--- src/inc/uarx_consts.vh ---
// Register offsets, field positions and reset values of the receive channel
`ifndef UARX_CONSTS_VH
`define UARX_CONSTS_VH

// Byte offsets on the register bus
`define UARX_OFF_MODE_ONE 8'h00
`define UARX_OFF_MODE_TWO 8'h04
`define UARX_OFF_STATUS 8'h08
`define UARX_OFF_RX_DATA 8'h0C
`define UARX_OFF_BAUD 8'h10

// Mode control one fields
`define UARX_M1_OP_MODE 0
`define UARX_M1_CLK_SRC 1
`define UARX_M1_CHAR_LO 2
`define UARX_M1_CHAR_HI 3
`define UARX_M1_STOP_LEN 4
`define UARX_M1_PAR_EN 5
`define UARX_M1_PAR_POL 6
`define UARX_M1_BIT_DIR 7

// Mode control two fields
`define UARX_M2_RX_EN 0
`define UARX_M2_IRQ_EN 1
`define UARX_M2_ERR_CLR 2

// Status fields
`define UARX_ST_FULL 0
`define UARX_ST_PAR_ERR 1
`define UARX_ST_FRM_ERR 2
`define UARX_ST_OVR_ERR 3
`define UARX_ST_BUSY 4

// Baud field positions
`define UARX_BD_PRE_LO 0
`define UARX_BD_PRE_HI 1
`define UARX_BD_RLD_LO 8
`define UARX_BD_RLD_HI 15

// Reset values
`define UARX_RST_MODE_ONE 8'h0C
`define UARX_RST_MODE_TWO 2'h0
`define UARX_RST_PRESCALE 2'h0
`define UARX_RST_RELOAD 8'h02

// Generator ticks per serial bit and sample phases
`define UARX_TICKS_PER_BIT 4
`define UARX_PHASE_AFTER_START 2'h0
`define UARX_PHASE_LAST 2'h3

`endif

--- src/rtl/uarx_receiver.v ---
// Asynchronous serial receiver with baud generator and APB register file
//
// The implementer's own choices: the register offsets and the APB interface to the registers.
`timescale 1ns/10ps
`include "uarx_consts.vh"

module uarx_receiver #(
  parameter ADDR_W = 8
) (
  // Clock and reset
  input wire sys_clk,
  input wire rst_n,
  // APB slave
  input wire psel,
  input wire penable,
  input wire pwrite,
  input wire [ADDR_W-1:0] paddr,
  input wire [31:0] pwdata,
  output reg [31:0] prdata,
  output reg pready,
  output reg pslverr,
  // Serial line from remote transmitter
  input wire serial_input_line,
  // Receive interrupt request, level
  output reg rx_irq
);

  // Frame states, one-hot
  localparam [2:0] ST_IDLE = 3'b001;
  localparam [2:0] ST_DATA = 3'b010;
  localparam [2:0] ST_STOP = 3'b100;

  // Software visible control
  reg [7:0] serial_mode_ctrl_one; // Frame format and mode
  reg receive_enable; // Receiver on
  reg receive_irq_enable; // Interrupt gate
  reg [1:0] prescaler_select; // Generator prescale code
  reg [7:0] baud_counter_reload; // Generator count
  // Status
  reg receive_full_flag;
  reg parity_error_flag;
  reg framing_error_flag;
  reg overrun_error_flag;
  reg [7:0] receive_data_reg;
  // Generator
  reg [2:0] pre_cnt; // Prescale counter
  reg [7:0] baud_cnt; // Reload down-counter
  reg baud_sample_clock; // One-cycle tick
  // Line synchroniser and receiver state
  reg line_meta; // First stage, read only by line_sync
  reg line_sync;
  reg [3:0] hist; // Last four line samples
  reg [2:0] state;
  reg [1:0] phase; // Tick within current bit
  reg [3:0] bit_idx; // Data or parity bit number
  reg [1:0] votes; // High samples in this bit
  reg [7:0] shift_reg;
  reg par_bit;
  // Bus decode helpers
  wire acc;
  wire wr_acc;
  wire rd_acc;
  wire sel_m1;
  wire sel_m2;
  wire sel_st;
  wire sel_rd;
  wire sel_bd;
  wire mapped;
  // Decoded format
  wire [3:0] char_len;
  wire par_en;
  wire par_pol;
  wire msb_first;
  wire async_mode;
  wire rx_run;
  // Bit decision
  wire [1:0] votes_now;
  wire bit_val;
  wire last_data;
  wire [7:0] data_mask;
  wire [3:0] msb_pos; // Slot of this bit when MSB first
  wire par_exp;
  wire frame_end;
  wire err_par;
  wire err_frm;
  wire err_ovr;
  wire frame_good;
  wire err_clr;
  reg [2:0] pre_max;

  // Access phase completes on the edge where pready is high
  assign acc = psel & penable & pready;
  assign wr_acc = acc & pwrite;
  assign rd_acc = acc & ~pwrite;
  assign sel_m1 = (paddr == `UARX_OFF_MODE_ONE);
  assign sel_m2 = (paddr == `UARX_OFF_MODE_TWO);
  assign sel_st = (paddr == `UARX_OFF_STATUS);
  assign sel_rd = (paddr == `UARX_OFF_RX_DATA);
  assign sel_bd = (paddr == `UARX_OFF_BAUD);
  assign mapped = sel_m1 | sel_m2 | sel_st | sel_rd | sel_bd;
  assign err_clr = wr_acc & sel_m2 & pwdata[`UARX_M2_ERR_CLR];

  // Format fields
  assign char_len = {2'b00,
    serial_mode_ctrl_one[`UARX_M1_CHAR_HI:`UARX_M1_CHAR_LO]} + 4'h5;
  assign par_en = serial_mode_ctrl_one[`UARX_M1_PAR_EN];
  assign par_pol = serial_mode_ctrl_one[`UARX_M1_PAR_POL];
  assign msb_first = serial_mode_ctrl_one[`UARX_M1_BIT_DIR];
  assign async_mode = ~serial_mode_ctrl_one[`UARX_M1_OP_MODE];
  assign rx_run = receive_enable & async_mode;

  // Two of three samples at phases 1..3 decide the bit
  assign votes_now = votes + {1'b0, line_sync};
  assign bit_val = votes_now[1];
  assign msb_pos = char_len - 4'h1 - bit_idx;
  assign last_data = (bit_idx == char_len - 4'h1);
  assign data_mask = 8'hFF >> (4'h8 - char_len);
  // Even parity for 0, odd for 1, over data bits only
  assign par_exp = (^(shift_reg & data_mask)) ^ par_pol;
  // Decision instant of the first stop bit
  assign frame_end = baud_sample_clock & (state == ST_STOP)
    & (phase == `UARX_PHASE_LAST);
  assign err_par = par_en & (par_bit != par_exp);
  assign err_frm = ~bit_val;
  assign err_ovr = receive_full_flag;
  // Gated by the enable so a same-cycle disable never loads data
  assign frame_good = frame_end & rx_run & ~err_par & ~err_frm
    & ~err_ovr;

  // Prescale terminal count: 1, 2, 4 or 8 cycles per step
  always @*
  begin
    case (prescaler_select)
      2'b00: pre_max = 3'h0;
      2'b01: pre_max = 3'h1;
      2'b10: pre_max = 3'h3;
      default: pre_max = 3'h7;
    endcase
  end

  // Baud generator; reload 0 wraps to 256 steps
  always @(posedge sys_clk or negedge rst_n)
  begin
    if (!rst_n)
    begin
      pre_cnt <= 3'h0;
      baud_cnt <= 8'h00;
      baud_sample_clock <= 1'b0;
    end
    else
    begin
      baud_sample_clock <= 1'b0;
      if (pre_cnt >= pre_max)
      begin
        pre_cnt <= 3'h0;
        // Count down reload steps per tick
        if (baud_cnt == 8'h00)
        begin
          baud_cnt <= baud_counter_reload - 8'h01;
          baud_sample_clock <= 1'b1;
        end
        else
        begin
          baud_cnt <= baud_cnt - 8'h01;
        end
      end
      else
      begin
        pre_cnt <= pre_cnt + 3'h1;
      end
    end
  end

  // Two-flop synchroniser for the serial pin
  always @(posedge sys_clk or negedge rst_n)
  begin
    if (!rst_n)
    begin
      line_meta <= 1'b1;
      line_sync <= 1'b1;
    end
    else
    begin
      line_meta <= serial_input_line;
      line_sync <= line_meta;
    end
  end

  // Frame engine, stepped by generator ticks
  always @(posedge sys_clk or negedge rst_n)
  begin
    if (!rst_n)
    begin
      state <= ST_IDLE;
      hist <= 4'hF;
      phase <= 2'h0;
      bit_idx <= 4'h0;
      votes <= 2'h0;
      shift_reg <= 8'h00;
      par_bit <= 1'b0;
    end
    else if (!rx_run)
    begin
      // Disable aborts at once; partial character dropped
      state <= ST_IDLE;
      hist <= 4'hF;
      phase <= 2'h0;
      votes <= 2'h0;
    end
    else if (baud_sample_clock)
    begin
      hist <= {hist[2:0], line_sync};
      case (state)
        ST_IDLE:
        begin
          // High followed by three lows marks start; idle is high
          if ({hist[2:0], line_sync} == 4'b1000)
          begin
            state <= ST_DATA;
            phase <= `UARX_PHASE_AFTER_START;
            bit_idx <= 4'h0;
            votes <= 2'h0;
            shift_reg <= 8'h00;
            par_bit <= 1'b0;
          end
        end
        ST_DATA:
        begin
          phase <= phase + 2'h1;
          if (phase == 2'h0)
          begin
            votes <= 2'h0;
          end
          else if (phase != `UARX_PHASE_LAST)
          begin
            votes <= votes_now;
          end
          else
          begin
            // Bit complete: first pass stores data bit 0 when LSB first, the top data bit when MSB first
            votes <= 2'h0;
            if (bit_idx == 4'hF)
            begin
              bit_idx <= 4'h0;
            end
            else if (bit_idx == char_len)
            begin
              par_bit <= bit_val;
              state <= ST_STOP;
            end
            else
            begin
              if (msb_first)
                shift_reg[msb_pos[2:0]] <= bit_val;
              else
                shift_reg[bit_idx[2:0]] <= bit_val;
              bit_idx <= bit_idx + 4'h1;
              if (last_data && !par_en)
                state <= ST_STOP;
            end
          end
        end
        ST_STOP:
        begin
          phase <= phase + 2'h1;
          if (phase == 2'h0)
            votes <= 2'h0;
          else if (phase != `UARX_PHASE_LAST)
            votes <= votes_now;
          else
            state <= ST_IDLE;
        end
        default:
        begin
          state <= ST_IDLE;
        end
      endcase
    end
  end

  // Receive data, full flag and sticky error flags
  always @(posedge sys_clk or negedge rst_n)
  begin
    if (!rst_n)
    begin
      receive_data_reg <= 8'h00;
      receive_full_flag <= 1'b0;
      parity_error_flag <= 1'b0;
      framing_error_flag <= 1'b0;
      overrun_error_flag <= 1'b0;
    end
    else
    begin
      // Good frame loads data; set beats a same-cycle read
      if (frame_good)
      begin
        receive_data_reg <= shift_reg & data_mask;
        receive_full_flag <= 1'b1;
      end
      else if (rd_acc && sel_rd)
      begin
        receive_full_flag <= 1'b0;
      end
      // Errors hold until cleared; a new error wins over clear
      if (frame_end && rx_run && err_par)
        parity_error_flag <= 1'b1;
      else if (err_clr)
        parity_error_flag <= 1'b0;
      if (frame_end && rx_run && err_frm)
        framing_error_flag <= 1'b1;
      else if (err_clr)
        framing_error_flag <= 1'b0;
      if (frame_end && rx_run && err_ovr)
        overrun_error_flag <= 1'b1;
      else if (err_clr)
        overrun_error_flag <= 1'b0;
    end
  end

  // Control registers written over the bus
  always @(posedge sys_clk or negedge rst_n)
  begin
    if (!rst_n)
    begin
      serial_mode_ctrl_one <= `UARX_RST_MODE_ONE;
      receive_enable <= 1'b0;
      receive_irq_enable <= 1'b0;
      prescaler_select <= `UARX_RST_PRESCALE;
      baud_counter_reload <= `UARX_RST_RELOAD;
    end
    else if (wr_acc)
    begin
      // Address decode for writes
      if (sel_m1)
        serial_mode_ctrl_one <= pwdata[7:0];
      else if (sel_m2)
      begin
        receive_enable <= pwdata[`UARX_M2_RX_EN];
        receive_irq_enable <= pwdata[`UARX_M2_IRQ_EN];
      end
      else if (sel_bd)
      begin
        prescaler_select <= pwdata[`UARX_BD_PRE_HI:`UARX_BD_PRE_LO];
        baud_counter_reload <= pwdata[`UARX_BD_RLD_HI:`UARX_BD_RLD_LO];
      end
    end
  end

  // Bus answer: one wait cycle, registered read data
  always @(posedge sys_clk or negedge rst_n)
  begin
    if (!rst_n)
    begin
      pready <= 1'b0;
      pslverr <= 1'b0;
      prdata <= 32'h0000_0000;
    end
    else
    begin
      pready <= psel & penable & ~pready;
      pslverr <= psel & penable & ~pready & ~mapped;
      prdata <= 32'h0000_0000;
      if (psel && penable && !pready && !pwrite)
      begin
        // Address decode for reads; unmapped reads zero
        if (sel_m1)
          prdata <= {24'h00_0000, serial_mode_ctrl_one};
        else if (sel_m2)
          prdata <= {30'h0000_0000, receive_irq_enable, receive_enable};
        else if (sel_st)
          prdata <= {27'h000_0000, (state != ST_IDLE),
            overrun_error_flag, framing_error_flag,
            parity_error_flag, receive_full_flag};
        else if (sel_rd)
          prdata <= {24'h00_0000, receive_data_reg};
        else if (sel_bd)
          prdata <= {16'h0000, baud_counter_reload, 6'h00,
            prescaler_select};
      end
    end
  end

  // Interrupt request follows flags through the enable
  always @(posedge sys_clk or negedge rst_n)
  begin
    if (!rst_n)
      rx_irq <= 1'b0;
    else
      rx_irq <= receive_irq_enable & (receive_full_flag
        | parity_error_flag | framing_error_flag
        | overrun_error_flag);
  end

endmodule

--- config.mk ---
export PLATFORM = sky130hd
export DESIGN_NAME = uarx_receiver
export DESIGN_NICKNAME = d
export VERILOG_FILES = /design/src/rtl/uarx_receiver.v
export VERILOG_INCLUDE_DIRS = /design/src /design/src/inc
export SDC_FILE = /design/constraint.sdc
export NUM_CORES = 1
export LEC_CHECK = 0
export ABC_AREA = 1
export BUFFER_PORTS_ARGS = -buffer_cell sky130_fd_sc_hd__clkbuf_2
export CORE_MARGIN = 8
export CORE_UTILIZATION = 39
export DETAILED_ROUTE_END_ITERATION = 8
export GPL_TIMING_DRIVEN = 0
export SLEW_MARGIN = 5
export SYNTH_ARGS = -nofsm -noshare
export SYNTH_HDL_FRONTEND = slang
export SYNTH_SLANG_ARGS = --single-unit
--- constraint.sdc ---
create_clock -name sys_clk -period 3.43 [get_ports sys_clk]
set_clock_uncertainty 0.15 [all_clocks]
set_input_delay 0.1715 -clock sys_clk [delete_from_list [all_inputs] [get_ports sys_clk]]
set_output_delay 0.1715 -clock sys_clk [all_outputs]
set_load 0.02 [all_outputs]
## Yosys cells after proc, flatten, opt, wreduce, memory -nomap -nowiden

Index checks and enable logic that the tools add are counted.

| cells by class | value |
|---|---|
| add/subtract/negate cells | 10 |
| $mul | 0 |
| divide/modulo/power cells | 0 |
| $lt $le $gt $ge | 5 |
| equal/unequal tests | 35 |
| shifts and indexed selects | 1 |
| mux-type cells | 66 |
| bitwise operators | 35 |
| reductions and logical operators | 34 |

Operators with widths:

| operator | count |
|---|---|
| 2-to-1 mux 16 bit | 6 |
| 2-to-1 mux 8 bit | 7 |
| 2-to-1 mux 3 bit | 13 |
| AND reduction 8 bit | 3 |
| != test 3 bit (second input constant) | 7 |
| 2-to-1 mux 4 bit | 5 |
| 2-to-1 mux 2 bit | 9 |
| one-hot mux 3 bit (3 select lines) | 2 |
| bitwise AND 1 bit | 17 |
| bitwise mux 8 bit | 2 |
| == test 8 x 4 -> 1 bit (second input constant) | 2 |
| zero test 8 bit | 2 |
| != test 2 bit (second input constant) | 8 |
| one-hot mux 8 bit (2 select lines) | 1 |
| subtractor 8 x 1 -> 8 bit (second input constant) | 2 |
| 2-to-1 mux 1 bit | 15 |
| logical AND 1 bit | 11 |
| nonzero test 2 bit | 5 |
| inverter 1 bit | 9 |
| bitwise AND 8 bit | 1 |
| == test 4 bit | 2 |
| == test 4 bit (second input constant) | 2 |
| == test 8 x 3 -> 1 bit (second input constant) | 1 |
| == test 8 x 5 -> 1 bit (second input constant) | 1 |
| 38 further kinds | 53 |

| storage, ports and cells | value |
|---|---|
| bits in registers | 104 |
| bits in latches | 0 |
| RAM bits | 0 |
| bits in read-only memories | 0 |
| input port bits | 46 |
| output and inout port bits | 35 |
| word-level logic and storage cells | 212 |
| memories kept | 0 |

## Longest topological paths before layout

| depth | value |
|---|---|
| word-level depth | 14 |
| gate-level depth with buffers | 15 |
| depth with buffers taken out | 15 |

## Worst setup path before layout

Ideal clock, no wire load.

| path | value |
|---|---|
| path kind | register -> register |
| start point | register serial_mode_ctrl_one[2] |
| end point | register shift_reg[2] |
| setup time | 0.121 ns |
| data arrival time | 1.894 ns |
| required time | 3.159 ns |
| slack | 1.265 ns |
| stages on the path, launching flop included | 13 |
| buffers on the path | 0 |
| period minus slack after synthesis | 2.165 ns |
| cells stage by stage | dfstp_2 -> inv_1 -> ha_1 -> inv_1 -> fa_1 -> xnor2_1 -> nand2_1 -> nand2_1 -> inv_1 -> nor3_1 -> nor2_1 -> o21ai_1 -> nand2_1 |

| on the way | value |
|---|---|
| longest elaborated chain between the ends | 14 |
| elaborated cells on any way between the ends | 18 |
| those cells by class | add/sub: 3; order compare: 2; eq/ne: 2; mux: 9; reduce/logical: 2 |

RTL lines:

| what | RTL line | source |
|---|---|---|
| from (decl) | uarx_receiver.v:34 | `reg [7:0] serial_mode_ctrl_one;` |
| from (signal assigned) | uarx_receiver.v:325 | `` serial_mode_ctrl_one <= `UARX_RST_MODE_ONE; `` |
| from (signal assigned) | uarx_receiver.v:335 | `serial_mode_ctrl_one <= pwdata[7:0];` |
| adder 2 x 3 -> 4 bit * | uarx_receiver.v:104 | `assign char_len = {2'b00,` |
| subtractor 4 x 1 -> 4 bit | n/a |  |
| subtractor 3 bit | uarx_receiver.v:115 | `assign msb_pos = char_len - 4'h1 - bit_idx;` |
| < comparator 3 x 4 -> 1 bit (implied by the code) / greater-or-equal comparator 3 x 1 -> 1 bit (equally long branches) | uarx_receiver.v:254 | `shift_reg[msb_pos[2:0]] <= bit_val;` |
| logical AND 1 bit (implied by the code) | uarx_receiver.v:254 |  |
| 2-to-1 mux 1 bit (implied by the code) | uarx_receiver.v:254 |  |
| demux 1 bit (select 3 bit) | uarx_receiver.v:254 |  |
| bitwise mux 8 bit | uarx_receiver.v:254 |  |
| 2-to-1 mux 8 bit | uarx_receiver.v:253 | `if (msb_first)` |
| 2-to-1 mux 8 bit | uarx_receiver.v:246 | `else if (bit_idx == char_len)` |
| 2-to-1 mux 8 bit | uarx_receiver.v:242 | `if (bit_idx == 4'hF)` |
| 2-to-1 mux 8 bit | uarx_receiver.v:234 | `` else if (phase != `UARX_PHASE_LAST) `` |
| 2-to-1 mux 8 bit | uarx_receiver.v:230 | `if (phase == 2'h0)` |
| one-hot mux 8 bit (2 select lines) | uarx_receiver.v:213 | `case (state)` |
| to (signal, indexed assignment) | uarx_receiver.v:254 |  |
| to (signal, indexed assignment) | uarx_receiver.v:256 | `shift_reg[bit_idx[2:0]] <= bit_val;` |
| to (decl) | uarx_receiver.v:57 | `reg [7:0] shift_reg;` |

Mark *: on every way between the ends. The rest lies on a longest branch, timed or not. The select of a mux whose other input is x is not followed.
A chain may end at the register's enable or synchronous reset.

## Worst setup path in the final report

Same ends and word-level chain as after synthesis.

==> metrics <==
R2R setup slack 0.90 ns; Hold Path Cell Cnt 3; CP endpoint kind flop; Worst Reg-to-Reg Cells 12; drt first pass iters 4; CTS clk-pin slew, worst paths 0.06 ns; hold_sp pwrite; CP arrival 2.61 ns; Biggest register prdata; Fill cells 1202; leading post-synthesis cells by cell area dfrtp_1, nand2_1, inv_1; PortBufs 48; ys flop type dfrtp_1; die boundary width 128 um; CP Max Fanout 5; Hold Vio Cnt, Final 0; first-pass GRT wire length 20100 um; number of synthesized flops with an enable pin 0; Period minus WS final 2.53 ns; Synth Register Bits 88; vias per std cell 4.70; pwr dens 386 nW/um2; site row count 41; # setup viols final 0; Post-Route Setup TNS 0 ns; area delta synth->final 21.5%; drt wl/cell 13.2 um; Synth area leader dfrtp_1; hpwl dp 8890 um; final worst-path cycle share 73.9%; Initial Util 39.4%; status finished clean; share of cells above drive strength 1 18.1%; Post-Synthesis Cells 608; worst slew pin tran 0.600 ns; first-iteration detailed-routing DRC count 252; maximum VDD drop 0.257 mV; Global Route Usage Sum 15.4%; Remaining DRCs 0; CTS buffer count 9; vias in the first global route 4181; maximum level of the CTS H-tree 3; leakage 3.19 nW; Worst EP required 3.51 ns; worst-case headroom to the max-slew limit 59.7%; max FFs per register 16; Max stage delay on crit path 0.40 ns; Core ar. 12500 um2; largest net degree at the start of global routing 53; Max Cap Viol 0; placed insts 844; synth cell count leaders nand2_1, inv_1, dfrtp_1; Non-Filler Instances 880; fmax 0.395 GHz; Clk Latency, worst-skew pair 0.34 ns; antenna violations before repair 0; Critical-path top delay cell fa_1; grt ovf 0; I/O pin count 81; Die Y 128 um; TritonCTS clock tree yes; Post-layout nets 766; class of the worst hold path input pin to flop; placer congestion estimate 0.825; CTS Root Cell clkbuf_16; RSZ-0062 raised after global routing no; CTS resizes 0; Detailed Route WL 11600 um; reg2reg start serial_mode_ctrl_one[2]; ant diodes 0; Post-Syn Area 4910 um2; Worst Setup SP serial_mode_ctrl_one[2]; post-synthesis sequential area ratio 45.0%; max-slew violations 0; count of cell types in the netlist 46; syn_area_per_cell 8.08 um2; worst path cell trace inv_1, ha_1, inv_1, fa_1, xnor2_1, nand2_1, nand2_1, inv_1, nor3_1, nor2_1, o21ai_1, nand2_1; Startpoint Class flop; full die area 16400 um2; Async SR Flop Fraction 100%; count leader, synth nand2_1; Vias 4133; Clock Path Buffers 2; clock sink count 88; Yosys Warn Count 0; WS Path Type flop to flop; Routed Antenna Nets 0; top-area cell type share of the netlist area 40.2%
worst max-delay path, delay by kind of cell, from the launching register on:
family          cells  cell delay, ns
fa+ha+maj           2            0.58
compound gates      1            0.15
simple gates        5            0.54
xor+xnor            1            0.34
buf+inv             3            0.27
flops               1            0.38
cells by family (layout without fill, tap and decap cells):
group | Yosys count | count (layout) | share of synthesized area [%]
other | 1 | 16 | 0.0763
adders and majority gates | 17 | 17 | 4.48
muxes | 9 | 9 | 2.52
and+or+nand+nor | 295 | 295 | 27.5
DFF | 88 | 88 | 45.0
AOI/OAI and AO/OA | 75 | 75 | 8.40
xor gates and xnor gates | 10 | 10 | 1.78
buffers and inverters | 113 | 198 | 10.2
stage by stage:
stage	cell area, um2	total power, mW	setup WS [ns]	utilization (%)	hold slack, ns
2_1_floorplan	4970	1.19	1.27	-	-0.274
3_3_place_gp	5430	1.25	0.976	43.5	0.122
3_5_place_dp	5460	1.26	0.959	43.8	0.0811
4_1_cts	5970	2.34	0.840	47.9	0.0227
5_1_grt	5970	2.41	0.636	47.9	0.0544
6_report	5970	2.31	0.896	47.9	0.0435
power by group:
part	switching [mW]	internal (mW)
registers	0.0147	1.06
clock network	0.390	0.656
logic	0.111	0.0728
final cells by class:
cell class,count,area (um2),area share [%]
plain buffers,23,160,2.68
clock buffers,12,246,4.13
clock inverters,4,70.1,1.17
inverters,90,340,5.70
multi-input cells,422,2260,37.8
flip-flops and latches,88,2210,37.1
well taps,172,215,3.60
repair buffers,69,470,7.88
cell usage in the layout (no fill, tap or decap), types with 6 or more instances in the layout:
| cell | count |
|---|---|
| nand2_1 | 148 |
| inv_1 | 81 |
| dfrtp_1 | 79 |
| nor2_1 | 63 |
| clkbuf_2 | 47 |
| nand3_1 | 39 |
| o21ai_0 | 28 |
| a21oi_1 | 22 |
| dlygate4sd3_1 | 20 |
| buf_4 | 17 |
| nand4_1 | 16 |
| ha_1 | 16 |
| conb_1 | 16 |
| o21ai_1 | 14 |
| dfstp_2 | 9 |
| clkbuf_16 | 9 |
| nor3_1 | 7 |
| inv_2 | 7 |
| mux2_4 | 6 |
layer usage:
metal  vias up  GRT usage [%]  part of all wire, %
met2        79           25.9                   49
met1      1935           19.0                   44
li1       2107              -                    -
met3        12           4.28                  5.1
met4         0           4.27                  1.4
met5         -              0                    0
what timing repair did:
action / in CTS / in global routing
endpoints found under the hold margin: 54 / 0
hold buffers: 20 / 0
buffers inserted: 0 / 0
worst paths after layout:
| path | to |
|---|---|
| setup / recovery | shift_reg[2] |
| hold / removal | err_ovr |
| setup reg to reg | shift_reg[2] |
| hold reg to reg | line_sync |
| max in group asynchronous | serial_mode_ctrl_one[3] |
| min in group asynchronous | prdata[13] |
Power figures use the tool's default switching activity.
